==> src/verilog/esp_pkg.sv <==
// Functional notes
// - Async full-duplex and sync half-duplex, multiprocessor
// - Detect framing errors and match node addresses
// - Received byte moves to separate holding register
// - Flag overrun when unread byte is overwritten
// - Data buffer: write transmits, read returns received
// - Transmit-done flag at control bit 1
// - Receive-done flag at control bit 0
// - Two interrupt sources: transmit and receive done
// - Flags cleared only by software, never hardware
// - Four modes, sync /12, fixed /32 /64
// - Sync mode: data on rx pin, clock out
// - Store only if flag clear; stop ok needed only in mode 1 with mpc set
// - Async transmit-done set at stop bit start
package esp_pkg;

    typedef enum logic [1:0] {
        ESP_MODE_SYNC,
        ESP_MODE_ASYNC8,
        ESP_MODE_FIXED9,
        ESP_MODE_VAR9
    } esp_mode_t;

    typedef struct packed {
        logic [7:0] data;
        logic       ninth;
        logic       stop;
    } esp_frame_t;

    ////////////////////////////////////////////////////////////////////////////
    // Timing
    localparam int OVERSAMPLE   = 16;
    localparam int M0_BIT_CLKS  = 12;
    localparam int M0_HALF_CLKS = M0_BIT_CLKS / 2;
    localparam int M2_DIV_DBL   = 32 / OVERSAMPLE;
    localparam int M2_DIV       = 64 / OVERSAMPLE;

    ////////////////////////////////////////////////////////////////////////////
    // Register byte offsets
    localparam logic [7:0] ADDR_CTRL  = 8'h00;
    localparam logic [7:0] ADDR_DATA  = 8'h04;
    localparam logic [7:0] ADDR_STAT  = 8'h08;
    localparam logic [7:0] ADDR_CLR   = 8'h0C;
    localparam logic [7:0] ADDR_IEN   = 8'h10;
    localparam logic [7:0] ADDR_MATCH = 8'h14;
    localparam logic [7:0] ADDR_BAUD  = 8'h18;

    // Control register fields
    localparam int CTRL_RX_DONE = 0;
    localparam int CTRL_TX_DONE = 1;
    localparam int CTRL_RX_NINE = 2;
    localparam int CTRL_TX_NINE = 3;
    localparam int CTRL_RX_EN   = 4;
    localparam int CTRL_MPC     = 5;
    localparam int CTRL_MODE_LO = 6;
    localparam int CTRL_DBL     = 8;

    // Status, clear and enable layout
    localparam int ST_RX_DONE = 0;
    localparam int ST_TX_DONE = 1;
    localparam int ST_OVERRUN = 2;
    localparam int ST_FRAME   = 3;
    localparam int ST_TX_BUSY = 4;
    localparam int ST_RX_BUSY = 5;

    // Reset values
    localparam logic [15:0] BAUD_RST  = 16'h0000;
    localparam logic [7:0]  ADDR_RST  = 8'h00;
    localparam logic [7:0]  AMASK_RST = 8'hFF;
    localparam logic [1:0]  IEN_RST   = 2'h0;

endpackage

==> src/verilog/esp_async_rx.sv <==
`timescale 1ns/1ps
module esp_async_rx #(
    parameter int OVERSAMPLE = esp_pkg::OVERSAMPLE
) (
    input  wire logic                pclk,
    input  wire logic                presetn,
    input  wire logic                enable,
    input  wire logic                nine,
    input  wire logic                os_tick,
    input  wire logic                rx_in,
    output esp_pkg::esp_frame_t      frame,
    output logic                     frame_valid,
    output logic                     busy
);
    import esp_pkg::*;

    if (OVERSAMPLE < 4 || OVERSAMPLE > 16) begin : g_bad_os
        $error("esp_async_rx: OVERSAMPLE must be 4 to 16");
    end

    localparam logic [3:0] LAST = 4'(OVERSAMPLE - 1);
    localparam logic [3:0] MID  = 4'(OVERSAMPLE / 2);

    typedef enum logic [1:0] {RX_IDLE, RX_START, RX_DATA, RX_STOP} esp_rx_st_t;

    typedef struct packed {
        esp_rx_st_t st;
        logic [3:0] cnt;
        logic [3:0] bitn;
        logic [8:0] sh;
        logic [2:0] smp;
        logic       prev;
        esp_frame_t frame;
        logic       valid;
    } esp_rx_state_t;

    esp_rx_state_t state;
    esp_rx_state_t next_state;

    function automatic logic vote(input logic [2:0] s);
        vote = (s[0] & s[1]) | (s[0] & s[2]) | (s[1] & s[2]);
    endfunction

    always_comb begin
        logic bitv;
        bitv             = vote(state.smp);
        next_state       = state;
        next_state.valid = 1'b0;
        next_state.prev  = rx_in;
        if (!enable) begin
            next_state.st = RX_IDLE;
        end else if (state.st == RX_IDLE) begin
            if (state.prev && !rx_in) begin
                next_state.st  = RX_START;
                next_state.cnt = 4'h0;
            end
        end else if (os_tick) begin
            next_state.cnt = state.cnt + 4'h1;
            // Three-sample vote rides out a short glitch
            if (state.cnt >= MID - 4'h1 && state.cnt <= MID + 4'h1) begin
                next_state.smp = {state.smp[1:0], rx_in};
            end
            if (state.cnt == LAST) begin
                next_state.cnt = 4'h0;
                unique case (state.st)
                    RX_START: begin
                        next_state.st   = bitv ? RX_IDLE : RX_DATA;
                        next_state.bitn = 4'h0;
                    end
                    RX_DATA: begin
                        next_state.sh   = {bitv, state.sh[8:1]};
                        next_state.bitn = state.bitn + 4'h1;
                        if (state.bitn == (nine ? 4'h8 : 4'h7)) begin
                            next_state.st = RX_STOP;
                        end
                    end
                    RX_STOP: begin
                        next_state.st          = RX_IDLE;
                        next_state.valid       = 1'b1;
                        next_state.frame.stop  = bitv;
                        next_state.frame.data  = nine ? state.sh[7:0] : state.sh[8:1];
                        next_state.frame.ninth = nine ? state.sh[8] : bitv;
                    end
                    default: next_state.st = RX_IDLE;
                endcase
            end
        end
    end

    always_ff @(posedge pclk or negedge presetn) begin
        if (!presetn) begin
            state      <= '0;
            state.prev <= 1'b1;
        end else begin
            state <= next_state;
        end
    end

    assign frame       = state.frame;
    assign frame_valid = state.valid;
    assign busy        = (state.st != RX_IDLE);

endmodule

==> src/verilog/esp_baud_gen.sv <==
`timescale 1ns/1ps
module esp_baud_gen (
    input  wire logic              pclk,
    input  wire logic              presetn,
    input  wire esp_pkg::esp_mode_t mode,
    input  wire logic              dbl,
    input  wire logic [15:0]       reload,
    output logic                   os_tick,
    output logic                   half_tick
);
    import esp_pkg::*;

    typedef struct packed {
        logic [15:0] tmr;
        logic        ovf_half;
        logic [1:0]  pre;
        logic [2:0]  m0cnt;
        logic        os_tick;
        logic        half_tick;
    } esp_baud_state_t;

    esp_baud_state_t state;
    esp_baud_state_t next_state;

    always_comb begin
        next_state           = state;
        next_state.os_tick   = 1'b0;
        next_state.half_tick = 1'b0;
        // Sync shift clock: two halves of six clocks
        if (state.m0cnt == 3'(M0_HALF_CLKS - 1)) begin
            next_state.m0cnt     = 3'h0;
            next_state.half_tick = 1'b1;
        end else begin
            next_state.m0cnt = state.m0cnt + 3'h1;
        end
        if (mode == ESP_MODE_FIXED9) begin
            if (state.pre >= (dbl ? 2'(M2_DIV_DBL - 1) : 2'(M2_DIV - 1))) begin
                next_state.pre     = 2'h0;
                next_state.os_tick = 1'b1;
            end else begin
                next_state.pre = state.pre + 2'h1;
            end
        end else begin
            // Internal reload timer stands in for the overflow source
            if (state.tmr == 16'hFFFF) begin
                next_state.tmr      = reload;
                next_state.ovf_half = ~state.ovf_half;
                next_state.os_tick  = dbl | state.ovf_half;
            end else begin
                next_state.tmr = state.tmr + 16'h0001;
            end
        end
    end

    always_ff @(posedge pclk or negedge presetn) begin
        if (!presetn) begin
            state <= '0;
        end else begin
            state <= next_state;
        end
    end

    assign os_tick   = state.os_tick;
    assign half_tick = state.half_tick;

endmodule

==> src/verilog/esp_serial_core.sv <==
`timescale 1ns/1ps
module esp_serial_core (
    input  wire logic        pclk,
    input  wire logic        presetn,
    input  wire logic        psel,
    input  wire logic        penable,
    input  wire logic        pwrite,
    input  wire logic [7:0]  paddr,
    input  wire logic [31:0] pwdata,
    output logic [31:0]      prdata,
    output logic             pready,
    output logic             pslverr,
    output logic             irq,
    output logic             serial_tx_pin,
    input  wire logic        serial_rx_pin_in,
    output logic             serial_rx_pin_out,
    output logic             serial_rx_pin_oe
);
    import esp_pkg::*;

    localparam logic [3:0] OS_LAST = 4'(OVERSAMPLE - 1);

    typedef struct packed {
        esp_mode_t   mode;
        logic        mpc;
        logic        ren;
        logic        tb8;
        logic        dbl;
        logic        rb8;
        logic        rx_flag;
        logic        tx_flag;
        logic        ovr;
        logic        ferr;
        logic        unread;
        logic [1:0]  ien;
        logic [7:0]  rbuf;
        logic [7:0]  addr;
        logic [7:0]  amask;
        logic [15:0] reload;
        logic [31:0] prdata;
        logic        pslverr;
        logic        tx_busy;
        logic [9:0]  tx_sh;
        logic [3:0]  tx_left;
        logic [3:0]  tx_cnt;
        logic        tx_pin;
        logic        m0_busy;
        logic        m0_rx;
        logic        m0_phase;
        logic [3:0]  m0_bits;
        logic [7:0]  m0_sh;
        logic        m0_clk;
        logic        m0_dout;
        logic        m0_fin;
    } esp_core_state_t;

    esp_core_state_t state;
    esp_core_state_t next_state;

    logic       os_tick;
    logic       half_tick;
    esp_frame_t rx_frame;
    logic       rx_valid;
    logic       rx_busy;
    logic       async_mode;
    logic       nine_mode;

    assign async_mode = (state.mode != ESP_MODE_SYNC);
    assign nine_mode  = (state.mode == ESP_MODE_FIXED9) || (state.mode == ESP_MODE_VAR9);

    ////////////////////////////////////////////////////////////////////////////
    // Rate generation and async receiver
    esp_baud_gen u_baud (
        .pclk      (pclk),
        .presetn   (presetn),
        .mode      (state.mode),
        .dbl       (state.dbl),
        .reload    (state.reload),
        .os_tick   (os_tick),
        .half_tick (half_tick)
    );

    esp_async_rx #(
        .OVERSAMPLE (OVERSAMPLE)
    ) u_rx (
        .pclk        (pclk),
        .presetn     (presetn),
        .enable      (state.ren && async_mode),
        .nine        (nine_mode),
        .os_tick     (os_tick),
        .rx_in       (serial_rx_pin_in),
        .frame       (rx_frame),
        .frame_valid (rx_valid),
        .busy        (rx_busy)
    );

    ////////////////////////////////////////////////////////////////////////////
    // Register and serial logic
    always_comb begin
        logic        setup;
        logic        wr;
        logic        rd;
        logic        mapped;
        logic        accept;
        logic        match;
        logic [31:0] rdata;
        logic [5:0]  sticky;
        setup      = psel && !penable;
        wr         = psel && penable && pwrite;
        rd         = psel && penable && !pwrite;
        mapped     = 1'b0;
        accept     = 1'b0;
        rdata      = 32'h0000_0000;
        next_state = state;
        match      = ((rx_frame.data ^ state.addr) & state.amask) == 8'h00;

        // Read data is captured in the setup cycle, so the access needs no wait
        sticky = {rx_busy || (state.m0_busy && state.m0_rx),
                  state.tx_busy || (state.m0_busy && !state.m0_rx),
                  state.ferr, state.ovr, state.tx_flag, state.rx_flag};
        unique case (paddr)
            ADDR_CTRL: begin
                mapped = 1'b1;
                rdata  = {23'h000000, state.dbl, state.mode, state.mpc, state.ren,
                          state.tb8, state.rb8, state.tx_flag, state.rx_flag};
            end
            ADDR_DATA: begin
                mapped = 1'b1;
                rdata  = {24'h000000, state.rbuf};
            end
            ADDR_STAT: begin
                mapped = 1'b1;
                rdata  = {26'h0000000, sticky};
            end
            ADDR_CLR: begin
                mapped = 1'b1;
            end
            ADDR_IEN: begin
                mapped = 1'b1;
                rdata  = {30'h00000000, state.ien};
            end
            ADDR_MATCH: begin
                mapped = 1'b1;
                rdata  = {16'h0000, state.amask, state.addr};
            end
            ADDR_BAUD: begin
                mapped = 1'b1;
                rdata  = {16'h0000, state.reload};
            end
            default: mapped = 1'b0;
        endcase
        if (setup) begin
            next_state.prdata  = pwrite ? 32'h0000_0000 : rdata;
            next_state.pslverr = !mapped;
        end

        // Register writes; flags never cleared here by hardware
        if (wr && paddr == ADDR_CTRL) begin
            next_state.tb8  = pwdata[CTRL_TX_NINE];
            next_state.ren  = pwdata[CTRL_RX_EN];
            next_state.mpc  = pwdata[CTRL_MPC];
            next_state.mode = esp_mode_t'(pwdata[CTRL_MODE_LO +: 2]);
            next_state.dbl  = pwdata[CTRL_DBL];
        end
        if (wr && paddr == ADDR_CLR) begin
            // Software is the only path that clears these
            if (pwdata[ST_RX_DONE]) next_state.rx_flag = 1'b0;
            if (pwdata[ST_TX_DONE]) next_state.tx_flag = 1'b0;
            if (pwdata[ST_OVERRUN]) next_state.ovr = 1'b0;
            if (pwdata[ST_FRAME]) next_state.ferr = 1'b0;
        end
        if (wr && paddr == ADDR_IEN) begin
            next_state.ien = pwdata[1:0];
        end
        if (wr && paddr == ADDR_MATCH) begin
            next_state.addr  = pwdata[7:0];
            next_state.amask = pwdata[15:8];
        end
        if (wr && paddr == ADDR_BAUD) begin
            next_state.reload = pwdata[15:0];
        end
        // Reading the buffer marks it consumed but leaves overrun alone
        if (rd && paddr == ADDR_DATA) begin
            next_state.unread = 1'b0;
        end

        // Async transmit; a write while busy is dropped
        if (wr && paddr == ADDR_DATA && async_mode && !state.tx_busy) begin
            next_state.tx_busy = 1'b1;
            next_state.tx_pin  = 1'b0;
            next_state.tx_cnt  = 4'h0;
            next_state.tx_sh   = {1'b1, nine_mode ? state.tb8 : 1'b1, pwdata[7:0]};
            next_state.tx_left = nine_mode ? 4'hA : 4'h9;
        end else if (state.tx_busy && os_tick) begin
            next_state.tx_cnt = state.tx_cnt + 4'h1;
            if (state.tx_cnt == OS_LAST) begin
                next_state.tx_cnt = 4'h0;
                if (state.tx_left == 4'h0) begin
                    next_state.tx_busy = 1'b0;
                end else begin
                    next_state.tx_pin  = state.tx_sh[0];
                    next_state.tx_sh   = {1'b1, state.tx_sh[9:1]};
                    next_state.tx_left = state.tx_left - 4'h1;
                    // Flag rises as the stop bit begins, not at its end
                    if (state.tx_left == 4'h1) next_state.tx_flag = 1'b1;
                end
            end
        end
        if (!async_mode && !state.tx_busy) begin
            next_state.tx_pin = 1'b1;
        end

        // Synchronous shifter; data on the rx pin, clock on the tx pin
        next_state.m0_fin = 1'b0;
        if (!async_mode && !state.m0_busy) begin
            next_state.m0_clk  = 1'b1;
            next_state.m0_dout = 1'b1;
            if (wr && paddr == ADDR_DATA) begin
                next_state.m0_busy  = 1'b1;
                next_state.m0_rx    = 1'b0;
                next_state.m0_phase = 1'b0;
                next_state.m0_bits  = 4'h0;
                next_state.m0_sh    = pwdata[7:0];
            end else if (state.ren && !state.rx_flag && !state.m0_fin) begin
                next_state.m0_busy  = 1'b1;
                next_state.m0_rx    = 1'b1;
                next_state.m0_phase = 1'b0;
                next_state.m0_bits  = 4'h0;
            end
        end else if (state.m0_busy && half_tick) begin
            next_state.m0_phase = ~state.m0_phase;
            if (!state.m0_phase) begin
                next_state.m0_clk  = 1'b0;
                next_state.m0_dout = state.m0_rx ? 1'b1 : state.m0_sh[0];
            end else begin
                next_state.m0_clk  = 1'b1;
                next_state.m0_bits = state.m0_bits + 4'h1;
                // LSB first in both directions
                next_state.m0_sh = state.m0_rx ? {serial_rx_pin_in, state.m0_sh[7:1]}
                                               : {1'b1, state.m0_sh[7:1]};
                if (state.m0_bits == 4'h7) begin
                    next_state.m0_busy = 1'b0;
                    next_state.m0_fin  = state.m0_rx;
                    if (!state.m0_rx) next_state.tx_flag = 1'b1;
                end
            end
        end
        if (async_mode) begin
            next_state.m0_busy = 1'b0;
        end

        // Completed sync byte lands one cycle after its eighth bit
        if (state.m0_fin) begin
            next_state.rbuf    = state.m0_sh;
            next_state.rx_flag = 1'b1;
            next_state.unread  = 1'b1;
            if (state.unread) next_state.ovr = 1'b1;
        end

        // Async receive acceptance; set wins over a same-cycle clear
        if (rx_valid) begin
            if (!rx_frame.stop) next_state.ferr = 1'b1;
            if (state.mode == ESP_MODE_ASYNC8) begin
                accept = !state.rx_flag && (!state.mpc || rx_frame.stop);
            end else begin
                accept = !state.rx_flag && (!state.mpc || (rx_frame.ninth && match));
            end
            if (accept) begin
                next_state.rbuf    = rx_frame.data;
                next_state.rb8     = rx_frame.ninth;
                next_state.rx_flag = 1'b1;
                next_state.unread  = 1'b1;
                if (state.unread) next_state.ovr = 1'b1;
            end
        end
    end

    always_ff @(posedge pclk or negedge presetn) begin
        if (!presetn) begin
            state         <= '0;
            state.mode    <= ESP_MODE_SYNC;
            state.addr    <= ADDR_RST;
            state.amask   <= AMASK_RST;
            state.reload  <= BAUD_RST;
            state.ien     <= IEN_RST;
            state.tx_pin  <= 1'b1;
            state.m0_clk  <= 1'b1;
            state.m0_dout <= 1'b1;
        end else begin
            state <= next_state;
        end
    end

    ////////////////////////////////////////////////////////////////////////////
    // Outputs
    assign prdata  = state.prdata;
    assign pready  = 1'b1;
    assign pslverr = state.pslverr;
    // Two sources only, merged onto one line
    assign irq = |({state.tx_flag, state.rx_flag} & state.ien);

    // Open-drain in sync mode: only ever pulls low
    assign serial_tx_pin     = async_mode ? state.tx_pin : state.m0_clk;
    assign serial_rx_pin_out = 1'b0;
    assign serial_rx_pin_oe  = !async_mode && state.m0_busy && !state.m0_dout;

endmodule
==> config.mk <==
export PLATFORM = sky130hd
export DESIGN_NAME = esp_serial_core
export DESIGN_NICKNAME = d
export VERILOG_FILES = /design/src/verilog/esp_pkg.sv /design/src/verilog/esp_async_rx.sv /design/src/verilog/esp_baud_gen.sv /design/src/verilog/esp_serial_core.sv
export SDC_FILE = /design/constraint.sdc
export NUM_CORES = 1
export LEC_CHECK = 0
export BUFFER_PORTS_ARGS = -buffer_cell sky130_fd_sc_hd__buf_2
export CAP_MARGIN = 10
export CORE_MARGIN = 5
export CORE_UTILIZATION = 55
export DETAILED_ROUTE_END_ITERATION = 10
export GPL_ROUTABILITY_DRIVEN = 0
export PLACE_DENSITY = 0.75
export SYNTH_ARGS = -nofsm -noshare
export SYNTH_HDL_FRONTEND = slang
export SYNTH_SLANG_ARGS = --single-unit
==> constraint.sdc <==
create_clock -name pclk -period 2.8 [get_ports pclk]
set_input_delay 0.56 -clock pclk [delete_from_list [all_inputs] [get_ports pclk]]
set_output_delay 0.56 -clock pclk [all_outputs]
set_load 0.01 [all_outputs]
Word-level counts from Yosys, hierarchy flattened. Cells that the tools add are included.

Bits in registers: 183. Bits of input ports: 46. Output and inout bits: 38. Word-level logic and storage cells: 275.

$add $sub $neg: 8. Order comparisons: 3. Equal/unequal tests: 30. Multiplexer cells: 90. Bitwise gates (word level): 13. Reductions and logical operators: 84.

Operators by type and width (number): one-hot mux 16 bit (6 select lines) (1); 2-to-1 mux 20 bit (3); 2-to-1 mux 1 bit (54); 2-to-1 mux 8 bit (6); 2-to-1 mux 16 bit (2); 2-to-1 mux 32 bit (1); logical AND 1 bit (29); equality test 8 x 5 -> 1 bit, second input constant (3); 2-to-1 mux 22 bit (1); nonzero test 2 bit (10); 2-to-1 mux 19 bit (1); AND reduction 3 bit (6); adder 16 x 1 -> 16 bit, second input constant (1); adder 4 x 1 -> 4 bit, second input constant (4); equality test 16 bit, second input constant (1); equality test 8 x 4 -> 1 bit, second input constant (2); logical NOT 8 bit (2); 2-to-1 mux 15 bit (1); AND reduction 5 bit (3); nonzero test 3 bit (5); 2-to-1 mux 14 bit (1); 2-to-1 mux 7 bit (2); logical NOT 1 bit (12); 2-to-1 mux 12 bit (1); other kinds (40) (76).

Longest topological paths before layout.
Depth after elaboration: 14. Gate-level depth with buffers: 8. Gate-level depth less buffers: 7.

Hierarchy. From an unflattened synthesis, not the netlist that was laid out.

Cells, all modules: 816. Area, all modules: 8664.6 µm².

Modules (own cells, without submodules): esp_serial_core (times used 1, cells an instance 516, area an instance 5524.0 µm², sequential area each 2741.4 µm²); esp_async_rx (times used 1, cells an instance 162, area an instance 1776.7 µm², sequential area each 852.1 µm²); esp_baud_gen (times used 1, cells an instance 138, area an instance 1363.8 µm², sequential area each 600.6 µm²).

Worst setup path after synthesis. No wires, ideal clock.

Kind: in2reg. Start point: in paddr[1]. End point: reg state[100] (netlist name). Setup time: 125 ps. Arrival: 2219 ps. Data required time: 2675 ps. Path slack: 456 ps. Stages on the path: 5. Buffers on the path: 2. Cells stage by stage: or4b_1 > clkbuf_1 > nor3_2 > buf_2 > mux2_2.

Word-level cells in the longest chain between the ends: 2.

Ends and longest elaborated chain: from (decl) (line esp_serial_core.sv:8) `input wire logic [7:0] paddr,`; equality test 8 x 5 -> 1 bit (line esp_serial_core.sv:175) `if (wr && paddr == ADDR_MATCH) begin`; logical AND 1 bit (line esp_serial_core.sv:175); to (signal assigned) (line esp_serial_core.sv:290) `state <= next_state;`; to (decl) (line esp_serial_core.sv:57) `esp_core_state_t state;`.

No other way between the ends. A chain may end at the register's enable or synchronous reset.

Worst setup path after layout.
Start point: reg, netlist name state[123]. End point: out serial_tx_pin.

Word-level cells in the longest chain between the ends: 2.

Ends and longest elaborated chain: nonzero test 2 bit (line esp_serial_core.sv:68) `assign async_mode = (state.mode != ESP_MODE_SYNC);`; 2-to-1 mux 1 bit (line esp_serial_core.sv:303) `assign serial_tx_pin = async_mode ? state.tx_pin : state.m0_clk;`; to (decl) (line esp_serial_core.sv:14) `output logic serial_tx_pin,`.

No other way between the ends.

==> results.sh <==
export IMPL_grt_start_max_net_pins=62
export IMPL_powerDensity_mw_per_mm2=602
export IMPL_reg2reg_from="u_baud.state[8]$_DFFE_PN0N_"
export IMPL_worst_path_max_delay_cell="dfrtp_1"
export IMPL_yosys_warnings=0
export IMPL_io_pins=84
export IMPL_crit_chain="buf_4 -> nor2_1 -> mux2_2 -> buf_2"
export IMPL_die_area_mm2=0.0178
export IMPL_grt_usage=0.237
export IMPL_wirelength_mm=20.3
export IMPL_antenna_left=0
export IMPL_viasPerCell=6.16
export IMPL_syn_cell_area_mm2=0.00839
export IMPL_dp_hpwl_mm=14.7
export IMPL_worstSkewPairLatency_ns=0.43
export IMPL_whs_ns=0.106
export IMPL_ys_seq_area_frac=0.500
export IMPL_status="complete, no violations"
export IMPL_slew_violations=0
export IMPL_cp_required_ns=2.24
export IMPL_setup_viol=0
export IMPL_max_stage_delay_ns=0.48
export IMPL_hold_class="primary input to async pin"
export IMPL_die_y_um=133
export IMPL_ys_ff_latch=167
export IMPL_final_util=0.618
export IMPL_drt_iter0_drc=515
export IMPL_drc_errors=0
export IMPL_cp_start_kind="flop"
export IMPL_drtPass1Iterations=5
export IMPL_pre_cts_ws_ns=0.335
export IMPL_worstSetupStartpoint="state[123]$_DFFE_PN0P_"
export IMPL_worstMarginPinSlew_ns=0.894
export IMPL_grt_ovfl_total=0
export IMPL_synth_async_reset_ratio=1.00
export IMPL_numCtsBuffers=17
export IMPL_cts_path_max_buffers=2
export IMPL_arrival_ns=1.70
export IMPL_antenna_found_initial=0
export IMPL_crit_path_end_kind="output pin"
export IMPL_final_area_mm2=0.00932
export IMPL_placed_cells=1012
export IMPL_die_w_um=133
export IMPL_period_share=0.807
export IMPL_clkTransAtPathRegs_ns=0.06
export IMPL_finalPower_mw=5.61
export IMPL_post_cts_buffers=0
export IMPL_ys_types=65
export IMPL_hold_viol=0
export IMPL_critPathMaxFanout=9
export IMPL_cts_htree_levels=4
export IMPL_cts_tree="built"
export IMPL_start_util=0.556
export IMPL_avgSynthCellArea_um2=10.4
export IMPL_cp_top_family="flip-flops"
export IMPL_finClkSkew_ns=0.00847
export IMPL_grt_pass1_wl_mm=33.5
export IMPL_drt_wirelength_per_cell_um=19.5
export IMPL_synth_main_ff_cell="dfrtp_1"
export IMPL_diodes=0
export IMPL_fp_coreArea_mm2=0.0151
export IMPL_layout_cells_non_filler=1044
export IMPL_drive_above_1_share=0.236
export IMPL_max_clock_freq_ghz=0.443
export IMPL_grt_pass1_vias=6398
export IMPL_cts_sinks=167
export IMPL_p_leak_nw=4.37
export IMPL_fin_ws_ns=0.541
export IMPL_synth_cells=804
export IMPL_placed_area_mm2=0.00874
export IMPL_cts_root_buffer="clkbuf_16"
export IMPL_portBuffers=49
export IMPL_syn2layout_area_growth_pct=11.1
export IMPL_synth_edff_count=0
export IMPL_fin_nets=904
export IMPL_hold_buffers=0
export IMPL_cts_resized=0
export IMPL_rsz0062_at_grt="no"
export IMPL_cp_buffers_inverters=2
export IMPL_max_cap_violations=0
export IMPL_min_period_ns=2.26
export IMPL_peakVddDrop_v=0.000467
export IMPL_slew_headroom=0.399
export IMPL_fp_row_count=45
export IMPL_fin_setup_tns_ns=0
export IMPL_crit_type="flop to output pin"
export IMPL_vias=6434
==> layout by cell type (no fill, tap or decap), types with 4 or more instances in the layout <==
| cell | Yosys | final |
|---|---|---|
| nor4_1 | 4 | 4 |
| and3_1 | 6 | 6 |
| clkinv_4 | 0 | 5 |
| nor2_1 | 49 | 49 |
| clkbuf_8 | 0 | 4 |
| a211oi_1 | 4 | 4 |
| a22oi_1 | 35 | 35 |
| a21o_1 | 5 | 5 |
| nand2b_1 | 9 | 9 |
| inv_1 | 16 | 16 |
| nand3_1 | 30 | 30 |
| o21a_1 | 4 | 4 |
| mux2_2 | 74 | 74 |
| nor2b_1 | 7 | 7 |
| clkbuf_16 | 0 | 17 |
| a21oi_1 | 31 | 31 |
| o22ai_1 | 10 | 10 |
| buf_2 | 2 | 48 |
| mux2i_1 | 19 | 19 |
| nand2_1 | 86 | 86 |
| o21ai_0 | 50 | 50 |
| buf_4 | 34 | 25 |
| xor2_1 | 13 | 13 |
| a31oi_1 | 4 | 4 |
| dfrtp_1 | 155 | 155 |
| nand4_1 | 4 | 4 |
| dfstp_2 | 12 | 12 |
| a22o_1 | 12 | 12 |
| ha_1 | 15 | 15 |
| conb_1 | 2 | 18 |
| nor3_1 | 19 | 19 |
| or3_1 | 4 | 4 |
==> metal layers <==
metal	up-vias	wire [um]	track usage
met2	250	9910	0.383
met4	0	668	0.0983
met3	58	1360	0.0665
met5	-	0	0
met1	3196	8390	0.303
li1	2930	-	-
==> state kept, by name, summed over array words and instances, names as in the netlist <==
register	count
u_rx.state	23
u_rx.frame_valid	1
state	92
u_baud.os_tick	1
pslverr	1
prdata	16
u_baud.half_tick	1
u_rx.frame	10
u_baud.state	22
==> area by class of cell <==
cell class / count / area (um^2)
Fill cell: 1199 / 5770
Sequential cell: 167 / 4190
Multi-Input combinational cell: 565 / 3770
Clock buffer: 22 / 484
Timing Repair Buffer: 76 / 479
Tap cell: 188 / 235
Clock inverter: 10 / 96.3
Inverter: 16 / 60.1
==> path summary, 6_finish.rpt <==
| kind | slack, ns | depth (start not counted) | end |
|---|---|---|---|
| worst min register to register | 0.46 | 1 | u_baud.state[3]$_DFF_PN0_ |
| max in group asynchronous | 1.91 | 2 | u_rx.state[11]$_DFF_PN1_ |
| min in group pclk | 0.27 | 1 | u_rx.state[11]$_DFF_PN1_ |
| worst min-delay path | 0.11 | 1 | state[83]$_DFFE_PN0P_ |
| worst max register to register | 0.56 | 6 | u_baud.state[11]$_DFFE_PN0N_ |
| worst max-delay path | 0.54 | 4 | serial_tx_pin |
==> kinds of logic (layout without fill, tap and decap cells) <==
| logic type | count (synthesis) | after routing | synth area share |
|---|---|---|---|
| DFF | 167 | 167 | 0.500 |
| xor gates and xnor gates | 15 | 15 | 0.0157 |
| buffers and inverters | 88 | 124 | 0.0576 |
| AOI/OAI and AO/OA | 184 | 184 | 0.144 |
| other | 2 | 18 | 0.000895 |
| and+or+nand+nor | 240 | 240 | 0.137 |
| adders and majority gates | 15 | 15 | 0.0224 |
| muxes | 93 | 93 | 0.122 |
==> where the power goes <==
group | leakage, nW | internal (mW) | switching [mW]
Combinational | 1.91 | 0.223 | 0.326
Sequential | 2.17 | 2.59 | 0.195
Clock | 0.286 | 1.32 | 0.957
Total | 4.37 | 4.13 | 1.48
==> synth_stat cells (4+ instances only) <==
cell / n / area [um^2]
mux2_2: 74 / 833
a31oi_1: 4 / 25.0
nand3_1: 30 / 150
inv_1: 16 / 60.1
and3_1: 6 / 37.5
nor4_1: 4 / 25.0
nand2b_1: 9 / 56.3
a22oi_1: 35 / 263
nand2_1: 86 / 323
ha_1: 15 / 188
or3_1: 4 / 25.0
a21oi_1: 31 / 155
a211oi_1: 4 / 30.0
o22ai_1: 10 / 62.6
clkbuf_1: 30 / 113
nor3_1: 19 / 95.1
xor2_1: 13 / 114
o21a_1: 4 / 30.0
o21ai_0: 50 / 250
mux2i_1: 19 / 190
nor2b_1: 7 / 43.8
dfrtp_1: 155 / 3880
buf_4: 34 / 255
dfstp_2: 12 / 315
a22o_1: 12 / 105
nand4_1: 4 / 25.0
nor2_1: 49 / 184
a21o_1: 5 / 37.5
Power figures use the tool's default switching activity.
